**src/pkg/dlp_consts.vh**
```
/*
 * Constants for the DRAM low-power and termination control block.
 * Assumes inclusion by bare name from the design files.
 */
`ifndef DLP_CONSTS_VH
`define DLP_CONSTS_VH

// ------------------------------------------------------------
// Register byte offsets
// ------------------------------------------------------------
`define DLP_REG_CTRL 8'h00
`define DLP_REG_MODE 8'h04
`define DLP_REG_STAT 8'h08
`define DLP_REG_TCKE 8'h0C
`define DLP_REG_TXS 8'h10
`define DLP_REG_TXSDLL 8'h14
`define DLP_REG_TXP 8'h18
`define DLP_REG_TXPDLL 8'h1C
`define DLP_REG_TCKESR 8'h20
`define DLP_REG_TCPDED 8'h24

// ------------------------------------------------------------
// Mode register field positions
// ------------------------------------------------------------
`define DLP_MODE_NOM_LSB 0
`define DLP_MODE_WR_LSB 3
`define DLP_MODE_A12_BIT 5

// ------------------------------------------------------------
// Reset values
// ------------------------------------------------------------
`define DLP_RST_CTRL 32'h0000_0000
`define DLP_RST_MODE 32'h0000_0000
`define DLP_RST_TCNT 16'h0004
`define DLP_RST_TXS 16'h0010
`define DLP_RST_TXSDLL 16'h0200
`define DLP_RST_TCKESR 16'h0005
`define DLP_RST_TCPDED 16'h0001

// ------------------------------------------------------------
// Power states
// ------------------------------------------------------------
`define DLP_ST_IDLE 3'h0
`define DLP_ST_SREF 3'h1
`define DLP_ST_SRX 3'h2
`define DLP_ST_PPD 3'h3
`define DLP_ST_APD 3'h4
`define DLP_ST_PDX 3'h5

`endif

```
**src/dlp_power_ctrl.v**
```verilog
/*
 * DRAM power-state and termination control with AXI4-Lite registers.
 * Assumes command pins, cke, odt and reset_n synchronous to ref_clk_in.
 */
// Our own choices: the register offsets and register access over AXI4-Lite.
// Summary of operation
// - Refresh with CKE low enters self-refresh
// - DLL off in self-refresh, reset on exit
// - Self-refresh ignores all but CKE, reset
// - Internal refresh starts within tCKE
// - CKE low with NOP enters power-down
// - Banks open means active, else precharge
// - Receivers off after tCPDED expires
// - A12 picks slow or fast exit from precharge power-down
// - Reset low leaves power-down immediately
// - Nonzero mode bits 4:0 enable termination value
// - ODT pin gates termination, ignored in self-refresh
// - Refresh encoding: CS,RAS,CAS low, WE high
`timescale 1ns/100ps
`include "dlp_consts.vh"
module dlp_power_ctrl (
	input wire ref_clk_in, // 10 MHz clock
	input wire sys_rst_in, // Async reset, active high
	input wire [7:0] s_axi_awaddr_in, // Write address
	input wire s_axi_awvalid_in, // Write address valid
	output reg s_axi_awready_out, // Write address ready
	input wire [31:0] s_axi_wdata_in, // Write data
	input wire [3:0] s_axi_wstrb_in, // Write strobes
	input wire s_axi_wvalid_in, // Write data valid
	output reg s_axi_wready_out, // Write data ready
	output reg [1:0] s_axi_bresp_out, // Write response
	output reg s_axi_bvalid_out, // Write response valid
	input wire s_axi_bready_in, // Write response ready
	input wire [7:0] s_axi_araddr_in, // Read address
	input wire s_axi_arvalid_in, // Read address valid
	output reg s_axi_arready_out, // Read address ready
	output reg [31:0] s_axi_rdata_out, // Read data
	output reg [1:0] s_axi_rresp_out, // Read response
	output reg s_axi_rvalid_out, // Read data valid
	input wire s_axi_rready_in, // Read data ready
	input wire cke_in, // Clock enable pin
	input wire cs_n_in, // Chip select, active low
	input wire ras_n_in, // Row strobe, active low
	input wire cas_n_in, // Column strobe, active low
	input wire we_n_in, // Write enable, active low
	input wire odt_in, // Termination control pin
	input wire dram_rst_n_in, // Device reset pin, active low
	input wire banks_open_in, // Any bank open
	input wire busy_in, // Command still in progress
	output reg dll_en_out, // DLL enabled
	output reg dll_rst_out, // DLL reset pulse
	output reg int_ref_out, // Internal refresh pulse
	output reg rcv_en_out, // Command receivers enabled
	output reg term_en_out, // Termination switched on
	output reg [2:0] term_val_out, // Termination value code
	output reg [2:0] pwr_state_out // Power state
);
	// ------------------------------------------------------------
	// Registers
	// ------------------------------------------------------------
	reg [5:0] mode_bits;
	reg [15:0] t_cke, t_xs, t_xsdll, t_xp, t_xpdll, t_ckesr, t_cpded;
	reg [2:0] state;
	reg [2:0] next_state;
	reg sref_ref_pend;
	reg aw_held, w_held;
	reg [7:0] aw_addr;
	reg [31:0] w_data;
	reg [3:0] w_strb;
	wire is_ref, is_nop;
	wire cke_done, cpded_done, exit_done, ckesr_done;
	reg [15:0] exit_limit;
	wire term_mode_on;
	wire start_enter, start_exit;

	dlp_cmd_decode u_dec (
		.cs_n_in(cs_n_in),
		.ras_n_in(ras_n_in),
		.cas_n_in(cas_n_in),
		.we_n_in(we_n_in),
		.is_ref_out(is_ref),
		.is_nop_out(is_nop)
	);

	// Timers for tCKE, tCPDED, exit period and tCKESR
	dlp_wait_cnt u_cke (
		.ref_clk_in(ref_clk_in),
		.sys_rst_in(sys_rst_in),
		.start_in(start_enter | start_exit),
		.limit_in(t_cke),
		.done_out(cke_done)
	);
	dlp_wait_cnt u_cpded (
		.ref_clk_in(ref_clk_in),
		.sys_rst_in(sys_rst_in),
		.start_in(start_enter),
		.limit_in(t_cpded),
		.done_out(cpded_done)
	);
	dlp_wait_cnt u_exit (
		.ref_clk_in(ref_clk_in),
		.sys_rst_in(sys_rst_in),
		.start_in(start_exit),
		.limit_in(exit_limit),
		.done_out(exit_done)
	);
	dlp_wait_cnt u_ckesr (
		.ref_clk_in(ref_clk_in),
		.sys_rst_in(sys_rst_in),
		.start_in(start_enter),
		.limit_in(t_ckesr),
		.done_out(ckesr_done)
	);

	// ------------------------------------------------------------
	// Power state machine
	// ------------------------------------------------------------
	assign start_enter = (state == `DLP_ST_IDLE) && !cke_in && dram_rst_n_in
		&& (is_ref || is_nop);
	assign start_exit = (state == `DLP_ST_SREF || state == `DLP_ST_PPD
		|| state == `DLP_ST_APD) && cke_in && dram_rst_n_in;

	// Exit period: tXSDLL after self-refresh, tXPDLL after slow-exit power-down, tXP otherwise
	always @* begin
		if (state == `DLP_ST_SREF) begin
			exit_limit = t_xsdll;
		end else if (state == `DLP_ST_PPD && !mode_bits[`DLP_MODE_A12_BIT]) begin
			exit_limit = t_xpdll;
		end else begin
			exit_limit = t_xp;
		end
	end

	// Next state selection
	always @* begin
		next_state = state;
		case (state)
			`DLP_ST_IDLE: begin
				if (start_enter && is_ref) begin
					next_state = `DLP_ST_SREF;
				end else if (start_enter && banks_open_in) begin
					next_state = `DLP_ST_APD;
				end else if (start_enter) begin
					next_state = `DLP_ST_PPD;
				end
			end
			`DLP_ST_SREF: begin
				// Only CKE and the reset pin matter here; command pins are ignored
				if (start_exit) begin
					next_state = `DLP_ST_SRX;
				end
			end
			`DLP_ST_PPD, `DLP_ST_APD: begin
				if (start_exit && is_nop) begin
					next_state = `DLP_ST_PDX;
				end
			end
			`DLP_ST_SRX, `DLP_ST_PDX: begin
				if (exit_done) begin
					next_state = `DLP_ST_IDLE;
				end
			end
			default: begin
				next_state = `DLP_ST_IDLE;
			end
		endcase
	end

	// State register; device reset pin forces idle
	always @(posedge ref_clk_in or posedge sys_rst_in) begin
		if (sys_rst_in) begin
			state <= `DLP_ST_IDLE;
		end else if (!dram_rst_n_in) begin
			state <= `DLP_ST_IDLE;
		end else if (busy_in && state == `DLP_ST_IDLE) begin
			state <= `DLP_ST_IDLE;
		end else begin
			state <= next_state;
		end
	end

	// ------------------------------------------------------------
	// Device-side outputs
	// ------------------------------------------------------------
	assign term_mode_on = (mode_bits[2:0] != 3'h0) || (mode_bits[4:3] != 2'h0);

	always @(posedge ref_clk_in or posedge sys_rst_in) begin
		if (sys_rst_in) begin
			dll_en_out <= 1'b1;
			dll_rst_out <= 1'b0;
			int_ref_out <= 1'b0;
			rcv_en_out <= 1'b1;
			term_en_out <= 1'b0;
			term_val_out <= 3'h0;
			pwr_state_out <= `DLP_ST_IDLE;
			sref_ref_pend <= 1'b0;
		end else begin
			pwr_state_out <= state;
			// DLL off in self-refresh and slow-exit power-down
			dll_en_out <= !(state == `DLP_ST_SREF)
				&& !(state == `DLP_ST_PPD && !mode_bits[`DLP_MODE_A12_BIT]);
			// DLL reset pulse on leaving self-refresh
			dll_rst_out <= (state == `DLP_ST_SREF) && start_exit;
			// One internal refresh inside tCKE of entry
			int_ref_out <= sref_ref_pend && state == `DLP_ST_SREF;
			sref_ref_pend <= (state == `DLP_ST_IDLE) && start_enter && is_ref;
			// Receivers off once tCPDED has passed in power-down or self-refresh
			rcv_en_out <= !((state == `DLP_ST_SREF || state == `DLP_ST_PPD
				|| state == `DLP_ST_APD) && cpded_done);
			// Termination follows pin and mode bits, off in self-refresh
			term_en_out <= odt_in && term_mode_on && state != `DLP_ST_SREF;
			term_val_out <= mode_bits[2:0] != 3'h0 ? mode_bits[2:0]
				: {1'b0, mode_bits[4:3]};
		end
	end

	// ------------------------------------------------------------
	// AXI4-Lite write channel
	// ------------------------------------------------------------
	always @(posedge ref_clk_in or posedge sys_rst_in) begin
		if (sys_rst_in) begin
			s_axi_awready_out <= 1'b0;
			s_axi_wready_out <= 1'b0;
			s_axi_bvalid_out <= 1'b0;
			s_axi_bresp_out <= 2'h0;
			aw_held <= 1'b0;
			w_held <= 1'b0;
			aw_addr <= 8'h00;
			w_data <= 32'h0000_0000;
			w_strb <= 4'h0;
			mode_bits <= 6'h00;
			t_cke <= `DLP_RST_TCNT;
			t_xs <= `DLP_RST_TXS;
			t_xsdll <= `DLP_RST_TXSDLL;
			t_xp <= `DLP_RST_TCNT;
			t_xpdll <= `DLP_RST_TXS;
			t_ckesr <= `DLP_RST_TCKESR;
			t_cpded <= `DLP_RST_TCPDED;
		end else begin
			s_axi_awready_out <= !aw_held && !s_axi_awready_out && !s_axi_bvalid_out;
			s_axi_wready_out <= !w_held && !s_axi_wready_out && !s_axi_bvalid_out;
			if (s_axi_awvalid_in && s_axi_awready_out) begin
				aw_held <= 1'b1;
				aw_addr <= s_axi_awaddr_in;
			end
			if (s_axi_wvalid_in && s_axi_wready_out) begin
				w_held <= 1'b1;
				w_data <= s_axi_wdata_in;
				w_strb <= s_axi_wstrb_in;
			end
			if (aw_held && w_held && !s_axi_bvalid_out) begin
				s_axi_bvalid_out <= 1'b1;
				s_axi_bresp_out <= 2'h0;
				aw_held <= 1'b0;
				w_held <= 1'b0;
				case (aw_addr)
					`DLP_REG_MODE: if (w_strb[0]) mode_bits <= w_data[5:0];
					`DLP_REG_TCKE: if (w_strb[0]) t_cke <= w_data[15:0];
					`DLP_REG_TXS: if (w_strb[0]) t_xs <= w_data[15:0];
					`DLP_REG_TXSDLL: if (w_strb[0]) t_xsdll <= w_data[15:0];
					`DLP_REG_TXP: if (w_strb[0]) t_xp <= w_data[15:0];
					`DLP_REG_TXPDLL: if (w_strb[0]) t_xpdll <= w_data[15:0];
					`DLP_REG_TCKESR: if (w_strb[0]) t_ckesr <= w_data[15:0];
					`DLP_REG_TCPDED: if (w_strb[0]) t_cpded <= w_data[15:0];
					default: s_axi_bresp_out <= 2'h2;
				endcase
			end else if (s_axi_bvalid_out && s_axi_bready_in) begin
				s_axi_bvalid_out <= 1'b0;
			end
		end
	end

	// ------------------------------------------------------------
	// AXI4-Lite read channel
	// ------------------------------------------------------------
	always @(posedge ref_clk_in or posedge sys_rst_in) begin
		if (sys_rst_in) begin
			s_axi_arready_out <= 1'b0;
			s_axi_rvalid_out <= 1'b0;
			s_axi_rdata_out <= 32'h0000_0000;
			s_axi_rresp_out <= 2'h0;
		end else begin
			s_axi_arready_out <= !s_axi_arready_out && !s_axi_rvalid_out;
			if (s_axi_arvalid_in && s_axi_arready_out) begin
				s_axi_rvalid_out <= 1'b1;
				s_axi_rresp_out <= 2'h0;
				case (s_axi_araddr_in)
					`DLP_REG_MODE: s_axi_rdata_out <= {26'h0, mode_bits};
					`DLP_REG_STAT: s_axi_rdata_out <= {24'h0, ckesr_done, cke_done,
						dll_en_out, term_en_out, 1'b0, state};
					`DLP_REG_TCKE: s_axi_rdata_out <= {16'h0000, t_cke};
					`DLP_REG_TXS: s_axi_rdata_out <= {16'h0000, t_xs};
					`DLP_REG_TXSDLL: s_axi_rdata_out <= {16'h0000, t_xsdll};
					`DLP_REG_TXP: s_axi_rdata_out <= {16'h0000, t_xp};
					`DLP_REG_TXPDLL: s_axi_rdata_out <= {16'h0000, t_xpdll};
					`DLP_REG_TCKESR: s_axi_rdata_out <= {16'h0000, t_ckesr};
					`DLP_REG_TCPDED: s_axi_rdata_out <= {16'h0000, t_cpded};
					default: begin
						s_axi_rdata_out <= 32'h0000_0000;
						s_axi_rresp_out <= 2'h2;
					end
				endcase
			end else if (s_axi_rvalid_out && s_axi_rready_in) begin
				s_axi_rvalid_out <= 1'b0;
			end
		end
	end
endmodule // dlp_power_ctrl

```
**src/dlp_cmd_decode.v**
```verilog
/*
 * Command decoder: classifies the registered command pins.
 * Assumes pins are already synchronous to ref_clk_in.
 */
`timescale 1ns/100ps
module dlp_cmd_decode (
	input wire cs_n_in, // Chip select, active low
	input wire ras_n_in, // Row strobe, active low
	input wire cas_n_in, // Column strobe, active low
	input wire we_n_in, // Write enable, active low
	output wire is_ref_out, // Refresh encoding
	output wire is_nop_out // NOP or deselect
);
	// Refresh: select, row, column low, write high
	assign is_ref_out = !cs_n_in && !ras_n_in && !cas_n_in && we_n_in;
	// Deselect or NOP encoding
	assign is_nop_out = cs_n_in || (ras_n_in && cas_n_in && we_n_in);
endmodule // dlp_cmd_decode

```
**src/dlp_wait_cnt.v**
```verilog
/*
 * Programmable down counter for one waiting period.
 * Assumes threshold is stable while counting.
 */
`timescale 1ns/100ps
module dlp_wait_cnt (
	input wire ref_clk_in, // Clock
	input wire sys_rst_in, // Async reset, active high
	input wire start_in, // Load threshold
	input wire [15:0] limit_in, // Threshold in cycles
	output wire done_out // Period elapsed
);
	reg [15:0] count;
	// Load on start, count down to zero
	always @(posedge ref_clk_in or posedge sys_rst_in) begin
		if (sys_rst_in) begin
			count <= 16'h0000;
		end else if (start_in) begin
			count <= limit_in;
		end else if (count != 16'h0000) begin
			count <= count - 16'h0001;
		end
	end
	assign done_out = (count == 16'h0000) && !start_in;
endmodule // dlp_wait_cnt

```
**config.mk**
```make
export PLATFORM = sky130hd
export DESIGN_NAME = dlp_power_ctrl
export DESIGN_NICKNAME = d
export VERILOG_FILES = /design/src/dlp_power_ctrl.v /design/src/dlp_cmd_decode.v /design/src/dlp_wait_cnt.v
export VERILOG_INCLUDE_DIRS = /design/src /design/src/pkg
export SDC_FILE = /design/constraint.sdc
export NUM_CORES = 1
export LEC_CHECK = 0
export ABC_AREA = 1
export BUFFER_PORTS_ARGS = -buffer_cell sky130_fd_sc_hd__buf_2
export CAP_MARGIN = 10
export CORE_UTILIZATION = 36
export DETAILED_ROUTE_END_ITERATION = 6
export GPL_TIMING_DRIVEN = 1
export PLACE_DENSITY = 0.61
export RECOVER_POWER = 50
export SYNTH_ARGS = -nofsm -noshare
export SYNTH_HDL_FRONTEND = slang
export SYNTH_SLANG_ARGS = --single-unit
```
**constraint.sdc**
```tcl
create_clock -name ref_clk_in -period 7.5 [get_ports ref_clk_in]
set_input_delay 0.75 -clock ref_clk_in [delete_from_list [all_inputs] [get_ports ref_clk_in]]
set_output_delay 0.75 -clock ref_clk_in [all_outputs]
set_load 0.005 [all_outputs]
```
==> summary.md, run 1 <==
| Metric | Value |
|---|---|
| Status | complete, but fails checks |
| Failing checks | capacitance limit, slew limit |
| Placeable core region | 33,780 µm² |
| Final setup violation count | 0 |
| Number of nets in the final layout | around 1,800 |
| Pin count of the biggest net entering global routing | 183 |
| Width of the die | 187.8 µm |
| Starting density of the core | 36.78% |
| Static power due to leakage | 6.650 nW |
| Clock tree skew after final layout | 11.88 ps |
| Headroom to the max-slew limit | -146.4% |
| RSZ-0062 raised after global routing | false |
| CTS tree | built |
| Tightest Hold Check Type | in2reg |
| Sink Count | 247 |
| Post-synthesis instance total | between 1,500 and 2,000 |
| Maximum fanout encountered on the critical timing path | between 150 and 200 |
| Post-synthesis async set-or-reset flop share | 100.0% |
| Chain of cells forming the critical path | clkbuf_1 -> clkinvlp_4 -> clkbuf_1 -> buf_12 |
| Ports | 120 |
| Antenna-violating nets left | 0 |
| GRT Residual Overflow | 0 |
| Fraction of the mapped netlist area in adder cells | 0.6042% |
| DRC violation total after the first TritonRoute iteration | just under 1,000 |
| Critical Path Source Type | input pin |
| Sum of buffers and inverters on the critical path | 4 |
| Via count of the first global-routing pass | 10,230 |
| Total power consumption of the routed design | about 4.7 mW |
| Wirelength, routed | about 36,000 µm |
| Endpoint class of the critical path | asynchronous set/reset pin |
| Cell type with the highest occurrence count on the critical path | clkbuf_1 |
| Data required time at the worst endpoint | between 8000 and 9000 ps |
| Compound-gate portion of the synthesized area | between 10% and 20% |
| Worst path max stage delay | approximately 2600 ps |
| Max Freq | about 260 MHz |
| Number of max-cap violations | 2 |
| Largest vdd supply drop | between 0.15 and 0.2 mV |
| Clock Root Buffer | clkbuf_16 |
| Share of post-route cells with drive strength above 1 | 7.471% |
| Gp weighted congestion | between 0.9 and 1 |
| Cts bufs inserted | 28 |
| Category of the most critical setup path | in2async |
| Finished layout cell area | 13,940 µm² |
| Top delay family on crit path | buffers and inverters |
| Area enclosed by the die boundary | 35,260 µm² |
| Height of the die | 187.8 µm |
| Sequential fraction of the synthesis area | about half |
| GRT Util Overall | 20.52% |
| Total of flip-flops plus latches after synthesis | roughly 250 |
| XOR/XNOR share of the synthesized area | 2.115% |
| Clock buffer depth | 3 |
| Top FF cell, synth | dfrtp_1 |
| Final setup TNS | 0 ps |
| Avg Vias per Cell | ~5 |
| Critical path arrival | approximately 4400 ps |
| Total of cells resized after clock tree synthesis | 0 |
| Register clock-pin slew on the reported worst setup and hold paths | approximately 60 ps |
| Final hold slack | between 300 and 400 ps |
| Synthesized area divided by synthesized cell count | between 7 and 8 µm² |
| Biggest area contributors in the synthesized netlist | dfrtp_1 48%, nand2_1 13%, o21ai_0 8.7% |
| Combinational family with the most area after synthesis | simple AND/OR/NAND/NOR gates |
| Fraction of post-synthesis cell area in the top cell type by area | 47.73% |
| Final Max Slew Viols | between 100 and 150 |
| Wire per inst | ~17 µm |
| Measured slew at the worst slew-check pin | roughly 3700 ps |
| Buffers inserted during post-CTS setup optimization | 0 |
| Unique masters post-synth | between 40 and 50 |
| Pwr Density | roughly 340 nW/µm² |
| Wire length of the first global-routing pass | 56,820 µm |
| Cell at the slowest stage of the critical path | clkbuf_1 |
| Buffers added on ports | just over 80 |
| Period utilisation layout | between 50 and 60% |
| Estimated wirelength of the detail-placed design | between 20,000 and 30,000 µm |
| Minimum clock period | between 3000 and 4000 ps |
| Area fraction in and, or, nand and nor cells after synthesis | 26.61% |
| Clock latency of the later-clocked register in the worst-skew pair | about 560 ps |
| Diode insertion count for antenna repair | 0 |
| Commonest cells in the synthesized netlist | 442 x nand2_1, 237 x dfrtp_1, 215 x o21ai_0 |
| Area added between synthesis and finish | 12.22% |
| Number of failing hold endpoints at the final stage | 0 |
| Number of detailed-routing iterations run before antenna repair | 6 |
| Number of warnings reported in the yosys synthesis log | 0 |
| Cell type with the highest aggregate area in the netlist | dfrtp_1 |
| Antenna violations before repair | 0 |
| Post-Syn Area | around 12,000 µm² |
| Post-CTS Hold Fix Bufs | 0 |
| Number of enable flip-flop cells after synthesis | 0 |
| Std cell rows | 67 |
| Clock H-tree levels | 1 |
| # DRC | 0 |
| Leading cell type by number of instances after synthesis | nand2_1 |
| Portion of netlist area occupied by mux cells | 0% |
| Number of vias in the routed layout | about 11,000 |
| Core utilization of the finished layout | roughly two fifths |
| Dpl cell area | 13,140 µm² |
[final timing paths]
path / startpoint / to / slack [ps] / depth (start not counted)
setup / recovery: sys_rst_in / s_axi_arready_out / 3660 / 4
hold / removal: s_axi_bready_in / s_axi_bvalid_out / 390 / 2
setup reg to reg: state[0] / u_ckesr.count[15] / 3910 / 9
hold reg to reg: mode_bits[2] / term_val_out[2] / 430 / 0
max in group ref_clk_in: state[0] / u_ckesr.count[15] / 3910 / 9
min in group asynchronous: sys_rst_in / u_ckesr.count[5] / 1650 / 3
[metal layers]
metal / global-route usage [%] / up-vias / share of wire, % / wire, µm
met4: 6.692 / 0 / 3.1 / 1129
met2: 32.44 / 367 / 45 / 16160
met1: 28.36 / 4998 / 45 / 16160
li1: - / 5313 / - / -
met3: 3.724 / 71 / 7.2 / 2576
met5: 0 / - / 0 / 0
[per-stage QoR]
stage          worst slack (ps)  instances
2_1_floorplan              3512       1637
3_3_place_gp               4071       2098
3_5_place_dp               4119       2098
4_1_cts                    4692       2148
5_1_grt                    2848       2148
6_report                   3661       2148
[power breakdown]
group	leakage, nW	internal [mW]	switching (mW)
combinational	2.97	0.465	0.992
sequential	3.26	1.70	0.268
clock	0.419	0.764	0.547
[worst register-to-register path, delay by kind of cell (launching register included)]
family,cells,cell delay (ps)
AND/OR/NAND/NOR,7,1910
flip-flops,1,470
AO/OA/AOI/OAI,1,150
buffers and inverters,1,980
[layout by cell type (no fill, tap or decap), types with 2 or more instances in the layout]
master     count
buf_2         62
a21oi_1       60
and2_1         2
a211oi_1       3
dfrtp_1      237
nand2_1      443
o21ai_0      217
nor3_1        13
nor4_1         4
o22ai_1        7
nor2_1       166
clkbuf_1      36
inv_1        160
conb_1        18
xor2_1        20
dfstp_2        9
o21ai_1        3
nand4_1       14
inv_2          4
nand3_1      132
o31ai_1        2
nand2_2        2
a31oi_1        3
ha_1           6
clkbuf_8       4
nand3b_1       4
nor2_2         3
clkinv_2       2
o21bai_1       2
o211ai_1       6
clkbuf_16     28
buf_4          2
xnor2_1       10
[cell families (layout without fill, tap and decap cells)]
kind of cell / count (synthesis) / count (layout)
and+or+nand+nor: 791 / 791
buffers and inverters: 239 / 302
AOI/OAI and AO/OA: 306 / 306
xor gates and xnor gates: 30 / 30
DFF: 247 / 247
adders and majority gates: 6 / 6
other: 1 / 18
[final cells by class]
| type | count | area, µm² |
|---|---|---|
| fill | 3444 | 19840 |
| sequential | 247 | 6193 |
| multi-input combinational | 1151 | 5275 |
| clock buffer | 46 | 808.3 |
| inverter | 165 | 623.1 |
| tap | 448 | 560.5 |
| timing repair buffer | 87 | 427.9 |
| clock inverter | 4 | 56.30 |
Note: power is estimated with default switching activity, not from simulation.
==> inputs of run 2 (changes only) <==
ABC_AREA = 0   (was 1)
clock period = 3.4 ns   (was 7.5 ns; I/O delays follow)
==> run 2 against run 1 <==
  * Clock skew decreased by 4.2 ps
  * Register-to-register slack got worse by 3200 ps
  * The run still ends with capacitance limit, slew limit left
  * Worst hold slack got worse by 370 ps
  * Total power increased by 99%
  * Global-route usage decreased by 1.9 points
  * Highest routed layer unchanged
==> summary.md, run 2 <==
| Metric | Value |
|---|---|
| GRT Util Overall | 18.61% (-1.9 points) |
| Leading cell type by number of instances after synthesis | dfrtp_1 |
| Headroom to the max-slew limit | -21.46% (+120 points) |
| Ports | 120 (unchanged) |
| Final setup TNS | 0 ps (unchanged) |
| Antenna violations before repair | 0 (unchanged) |
| Buffers added on ports | 82 (unchanged) |
| Core utilization of the finished layout | 42.37% (+1.1 points) |
| CTS tree | built |
| Post-Syn Area | 11,940 µm² (-3.9%) |
| Total of cells resized after clock tree synthesis | 0 (unchanged) |
| Buffers inserted during post-CTS setup optimization | 0 (unchanged) |
| Worst path max stage delay | 570 ps (-2030 ps) |
| Synthesized area divided by synthesized cell count | 11.30 µm² (+47%) |
| Fraction of post-synthesis cell area in the top cell type by area | 49.68% (+1.9 points) |
| Clock buffer depth | 3 (unchanged) |
| Post-synthesis instance total | 1,057 (-35%) |
| Portion of netlist area occupied by mux cells | 16.65% (+17 points) |
| Category of the most critical setup path | reg2reg |
| Terminus of the critical flop-to-flop path | u_exit.count[15] |
| Total of flip-flops plus latches after synthesis | 247 (unchanged) |
| Antenna-violating nets left | 0 (unchanged) |
| Max Freq | ~370 MHz |
| Clock latency of the later-clocked register in the worst-skew pair | 530 ps (-30 ps) |
| Post-synthesis async set-or-reset flop share | 100.0% (unchanged) |
| Post-CTS Hold Fix Bufs | 4 (+4) |
| Width of the die | 184.1 µm (-2.0%) |
| Highest-count cells in the layout ignoring fill and taps | 237 x dfrtp_1, 149 x mux2_2, 84 x nand2_1 |
| Pwr Density | 680.5 nW/µm² (+100%) |
| Diode insertion count for antenna repair | 0 (unchanged) |
| Gp weighted congestion | 0.8132 (-10%) |
| Maximum fanout encountered on the critical timing path | 11 (-94%) |
| Number of enable flip-flop cells after synthesis | 0 (unchanged) |
| Number of failing hold endpoints at the final stage | 0 (unchanged) |
| FF-to-FF path depth | 5 (-4) |
| Final Max Slew Viols | 34 (-70%) |
| Endpoint class of the critical path | register |
| Area added between synthesis and finish | 15.76% |
| Sink Count | 247 (unchanged) |
| Fraction of the mapped netlist area in adder cells | 0.6288% (+0.025 points) |
| Register clock-pin slew on the reported worst setup and hold paths | 60 ps (about the same) |
| Tightest Hold Check Type | in2reg |
| Via count of the first global-routing pass | 8,609 (-16%) |
| Cell at the slowest stage of the critical path | or4_4 |
| Biggest area contributors in the synthesized netlist | dfrtp_1 50%, mux2_2 14%, nand2_1 2.6% |
| Critical Path Source Type | register |
| Minimum clock period | between 2000 and 3000 ps |
| Crit path capture | u_exit.count[15] |
| Placeable core region | 32,620 µm² (-3.4%) |
| Area fraction in and, or, nand and nor cells after synthesis | 12.61% (-14 points) |
| # DRC | 0 (unchanged) |
| Number of warnings reported in the yosys synthesis log | 0 (unchanged) |
| Share of post-route cells with drive strength above 1 | 28.79% (+21 points) |
| Static power due to leakage | 6.259 nW (-5.9%) |
| Wire length of the first global-routing pass | 49,360 µm (-13%) |
| RSZ-0062 raised after global routing | false |
| Std cell rows | 66 (-1.5%) |
| Estimated wirelength of the detail-placed design | 22,110 µm (-13%) |
| Cts bufs inserted | 27 (-3.6%) |
| Chain of cells forming the critical path | or4_4 -> or4_4 -> or4_4 -> nand2_1 -> o22ai_1 |
| Unique masters post-synth | 69 (+60%) |
| Cell type with the highest aggregate area in the netlist | dfrtp_1 |
| DRC violation total after the first TritonRoute iteration | 543 (-44%) |
| Starting density of the core | 36.60% (-0.18 points) |
| Commonest cells in the synthesized netlist | 237 x dfrtp_1, 149 x mux2_2, 84 x nand2_1 |
| Status | complete, but fails checks |
| Failing checks | capacitance limit, slew limit |
| Worst setup path startpoint | u_exit.count[7] |
| XOR/XNOR share of the synthesized area | 3.008% (+0.89 points) |
| Compound-gate portion of the synthesized area | 11.83% (-0.93 points) |
| Critical path arrival | 3120 ps (-1250 ps) |
| Fill cell instance count of the final layout | 3,106 (-9.8%) |
| Number of nets in the final layout | 1,229 (-30%) |
| Area enclosed by the die boundary | 33,900 µm² (-3.9%) |
| Height of the die | 184.1 µm (-2.0%) |
| Combinational family with the most area after synthesis | multiplexers |
| Clock tree skew after final layout | 7.706 ps (-4.170 ps) |
| Pin count of the biggest net entering global routing | 110 (-40%) |
| Avg Vias per Cell | 5.452 (+9.0%) |
| Worst reg2reg startpoint | u_exit.count[7] |
| Data required time at the worst endpoint | 3780 ps (-4250 ps) |
| Clock Root Buffer | clkbuf_16 |
| Wirelength, routed | 31,010 µm (-14%) |
| Period utilisation layout | 80.56% |
| GRT Residual Overflow | 0 (unchanged) |
| Top FF cell, synth | dfrtp_1 |
| Cell type with the highest occurrence count on the critical path | or4_4 |
| Final setup violation count | 0 (unchanged) |
| Worst reg-to-reg setup slack | 660 ps (-3250 ps) |
| Measured slew at the worst slew-check pin | 1822 ps (-1875 ps) |
| Most common cell after layout, fill and taps aside | dfrtp_1 |
| Number of vias in the routed layout | 8,811 (-18%) |
| Number of detailed-routing iterations run before antenna repair | 6 (unchanged) |
| Number of max-cap violations | 1 (-1) |
| Wire per inst | 19.19 µm (+14%) |
| Clock H-tree levels | 1 (unchanged) |
| Sequential fraction of the synthesis area | 51.88% (+2.0 points) |
| Largest vdd supply drop | 0.4063 mV (+160%) |
## run 2: changes by cell type after synthesis, moves of 21 or more
| cell | before | now |
|---|---|---|
| nor2_1 | 162 | 63 |
| o21ai_0 | 215 | 53 |
| mux2i_1 | 0 | 25 |
| nand2_1 | 442 | 84 |
| a222oi_1 | 0 | 21 |
| nand3_1 | 132 | 15 |
| xnor2_1 | 10 | 31 |
| mux2_2 | 0 | 149 |
| inv_1 | 156 | 18 |
## run 2: where the power goes
part	internal [mW]	switching (mW)
Sequential	3.60	0.862
Clock	1.64	1.17
Combinational	1.04	1.09
## run 2: worst max-delay path, delay by kind of cell, from the launching register on
kind | cells | cell delay [ps]
and+or+nand+nor | 4 | 2020
DFF | 1 | 420
AOI/OAI and AO/OA | 1 | 150
## run 2: kinds of logic after synthesis
| kind of cell | after synthesis |
|---|---|
| buffers and inverters | 86 |
| XOR/XNOR | 41 |
| AO/OA/AOI/OAI | 213 |
| adder cells (fa/ha/maj) | 6 |
| multiplexers | 177 |
| other | 1 |
| flip-flops | 247 |
| AND/OR/NAND/NOR | 286 |
## run 2: layout make-up
| type | instances | area (µm²) | share of cell area (%) |
|---|---|---|---|
| flip-flops and latches | 247 | 6193 | 44.81 |
| multi-input cells | 741 | 5473 | 39.60 |
| clock buffers | 42 | 782.0 | 5.658 |
| repair buffers | 120 | 693.2 | 5.015 |
| well taps | 442 | 553.0 | 4.001 |
| inverters | 18 | 68.82 | 0.4979 |
| clock inverters | 6 | 57.56 | 0.4164 |
## run 2: worst min-delay path by stage
stage                     cells after the start  slack (ps)  startpoint                to
after CTS                                     2          10    cas_n_in     sref_ref_pend
after detailed placement                      2         340  sys_rst_in  pwr_state_out[0]
after global routing                          2          20    cas_n_in     sref_ref_pend
after global placement                        2         330  sys_rst_in  pwr_state_out[0]
final                                         2          20    cas_n_in     sref_ref_pend
after floorplan                               0         400    state[2]  pwr_state_out[2]
## run 2: routing by layer
| metal | GRT usage, % | wire length [µm] |
|---|---|---|
| met2 | 30.53 | 14850 |
| met3 | 1.976 | 1430 |
| met4 | 4.667 | 627 |
| met1 | 26.24 | 14100 |
| met5 | 0 | 0 |
## run 2: per-stage QoR
| stage | instance area (µm²) | std cells | setup slack [ps] | total power, mW | hold slack [ps] |
|---|---|---|---|---|---|
| 2_1_floorplan | 12010 | 1074 | -177.6 | 5.858 | 397.7 |
| 3_3_place_gp | 12980 | 1564 | 706.0 | 6.562 | 334.3 |
| 3_5_place_dp | 12980 | 1564 | 675.8 | 6.634 | 338.1 |
| 4_1_cts | 13860 | 1616 | 657.6 | 9.480 | 11.42 |
| 5_1_grt | 13820 | 1616 | 551.9 | 9.984 | 18.96 |
| 6_report | 13820 | 1616 | 660.8 | 9.405 | 22.86 |
==> inputs of run 3 (changes only) <==
PLACE_DENSITY = 0.59   (was 0.61)
clock period = 2.65 ns   (was 3.4 ns; I/O delays follow)
==> run 3 against run 2 <==
  * The flow now finishes without violations
  * Via count rose by 3.4%
  * Critical path depth unchanged
  * First-iteration DRC count grew 33%
  * Critical path type unchanged
  * Largest power group unchanged
  * Clock skew rose by 4.2 ps
==> summary.md, run 3 (same netlist as run 2, synthesis figures left out) <==
| Metric | Value |
|---|---|
| Width of the die | 184.1 µm (unchanged) |
| FF-to-FF path depth | 5 (unchanged) |
| Diode insertion count for antenna repair | 0 (unchanged) |
| Height of the die | 184.1 µm (unchanged) |
| Maximum fanout encountered on the critical timing path | 5 (-6) |
| Wire length of the first global-routing pass | 51,520 µm (+4.4%) |
| Clock H-tree levels | 1 (unchanged) |
| Critical Path Source Type | register |
| Clock tree skew after final layout | 11.89 ps (+4.182 ps) |
| Worst path max stage delay | 580 ps (about the same) |
| DRC violation total after the first TritonRoute iteration | 720 (+33%) |
| Via count of the first global-routing pass | 9,015 (+4.7%) |
| CTS tree | built |
| Core utilization of the finished layout | 44.22% (+1.8 points) |
| Estimated wirelength of the detail-placed design | 22,910 µm (+3.6%) |
| Sink Count | 247 (unchanged) |
| Antenna violations before repair | 0 (unchanged) |
| Highest-count cells in the layout ignoring fill and taps | 237 x dfrtp_1, 149 x mux2_2, 84 x nand2_1, 84 x buf_2, 62 x nor2_1 |
| Area added between synthesis and finish | 20.81% |
| Category of the most critical setup path | reg2reg |
| Gp weighted congestion | 0.8606 (+5.8%) |
| Endpoint class of the critical path | register |
| Number of max-cap violations | 0 (-1) |
| Headroom to the max-slew limit | 16.68% (+38 points) |
| Pin count of the biggest net entering global routing | 51 (-54%) |
| Static power due to leakage | 6.563 nW (+4.9%) |
| Cell at the slowest stage of the critical path | or4_4 |
| Measured slew at the worst slew-check pin | 1243 ps (-579.0 ps) |
| RSZ-0062 raised after global routing | false |
| Final hold slack | 45.11 ps (+22.25 ps) |
| Avg Vias per Cell | 5.454 (about the same) |
| Status | finished, final reports clean |
| Buffers inserted during post-CTS setup optimization | 0 (unchanged) |
| Pwr Density | 874.1 nW/µm² (+28%) |
| Number of failing hold endpoints at the final stage | 0 (unchanged) |
| GRT Residual Overflow | 0 (unchanged) |
| Placeable core region | 32,620 µm² (unchanged) |
| Terminus of the critical flop-to-flop path | u_exit.count[1] |
| Data required time at the worst endpoint | 3120 ps (-660 ps) |
| Sum of buffers and inverters on the critical path | 0 (unchanged) |
| Share of post-route cells with drive strength above 1 | 29.89% (+1.1 points) |
| Most common cell after layout, fill and taps aside | dfrtp_1 |
| GRT Util Overall | 19.46% (+0.85 points) |
| Std cell rows | 66 (unchanged) |
| Worst setup path startpoint | u_exit.count[7] |
| Starting density of the core | 36.60% (unchanged) |
| Clock Root Buffer | clkbuf_16 |
| Worst reg2reg startpoint | u_exit.count[7] |
| Minimum clock period | 2561 ps (-178.6 ps) |
| Period utilisation layout | 96.63% (+16 points) |
| Hold Crit Start | s_axi_arvalid_in |
| Wire per inst | 19.24 µm (+0.29%) |
| Critical path arrival | 3030 ps (-90 ps) |
| Clock buffer depth | 3 (unchanged) |
| Largest vdd supply drop | 0.4335 mV (+6.7%) |
| Final setup violation count | 0 (unchanged) |
| Register clock-pin slew on the reported worst setup and hold paths | 60 ps (about the same) |
| Area enclosed by the die boundary | 33,900 µm² (unchanged) |
| Tightest Hold Check Type | in2reg |
| Final Max Slew Viols | 0 (-100%) |
| Antenna-violating nets left | 0 (unchanged) |
| Max Freq | 390.5 MHz (+7.0%) |
| Clock latency of the later-clocked register in the worst-skew pair | 540 ps (about the same) |
| # DRC | 0 (unchanged) |
| Buffers added on ports | 82 (unchanged) |
| Wirelength, routed | 32,140 µm (+3.6%) |
| Number of detailed-routing iterations run before antenna repair | 5 (-1) |
| Ports | 120 (unchanged) |
| Number of nets in the final layout | 1,280 (+4.1%) |
| Number of vias in the routed layout | 9,108 (+3.4%) |
| Top delay family on crit path | simple AND/OR/NAND/NOR gates |
| Cells on Worst Hold Path | 3 (+1) |
| Chain of cells forming the critical path | or4_4 -> or4_4 -> or4_4 -> mux2_4 -> a21oi_1 |
| Worst hold path endpoint | s_axi_rresp_out[1] |
| Cell type with the highest occurrence count on the critical path | or4_4 |
| Cts bufs inserted | 28 (+3.7%) |
| Worst reg-to-reg setup slack | 90 ps (-570 ps) |
## run 3: worst max path at each step
stage	end	slack, ps	depth (start not counted)
5_1_grt	u_exit.count[1]	40	5
6_report	u_exit.count[1]	90	5
4_1_cts	mode_bits[3]	80	5
3_3_place_gp	u_exit.count[1]	130	5
3_5_place_dp	u_exit.count[1]	80	5
2_1_floorplan	aw_addr[0]	-850	1
## run 3: metal layers
metal,track usage [%],vias to the layer above,share of wire [%]
li1,-,4193,-
met3,2.687,46,5.9
met5,0,-,0
met2,31.97,266,48
met1,27.04,4603,45
met4,4.733,0,1.9
## run 3: worst min-delay path, delay by kind of cell
family	cells	cell delay, ps
AOI/OAI and AO/OA	2	180
buffers and inverters	1	90
## run 3: where the power goes
| group | total [mW] | switching, mW | internal [mW] | leakage, nW |
|---|---|---|---|---|
| sequential | 5.74 | 1.12 | 4.61 | 3.26 |
| combinational | 2.83 | 1.43 | 1.40 | 2.81 |
| clock | 4.04 | 1.59 | 2.45 | 0.486 |
| total | 12.6 | 4.14 | 8.47 | 6.56 |
## run 3: layout make-up
class / instances / area [µm²]
repair buffers: 170 / 1166
fillers: 3048 / 18200
clock inverters: 14 / 151.4
inverters: 18 / 68.82
clock buffers: 38 / 819.5
well taps: 442 / 553.0
flip-flops and latches: 247 / 6193
multi-input cells: 741 / 5472
## run 3: timing repair
action,in CTS,in global routing
setup endpoints to repair,0,6
hold endpoints to repair,51,0
gates resized for setup,0,1
hold buffers,32,0
## run 3: through the flow
step	TNS, ps	setup WS (ps)	cell area [µm²]	total power [mW]	cells
2_1_floorplan	-202090	-852.6	12010	7.516	1074
3_3_place_gp	0	125.3	13220	8.497	1586
3_5_place_dp	0	84.01	13220	8.595	1586
4_1_cts	0	79.04	14510	12.73	1670
5_1_grt	0	43.07	14420	13.36	1670
6_report	0	89.43	14420	12.61	1670
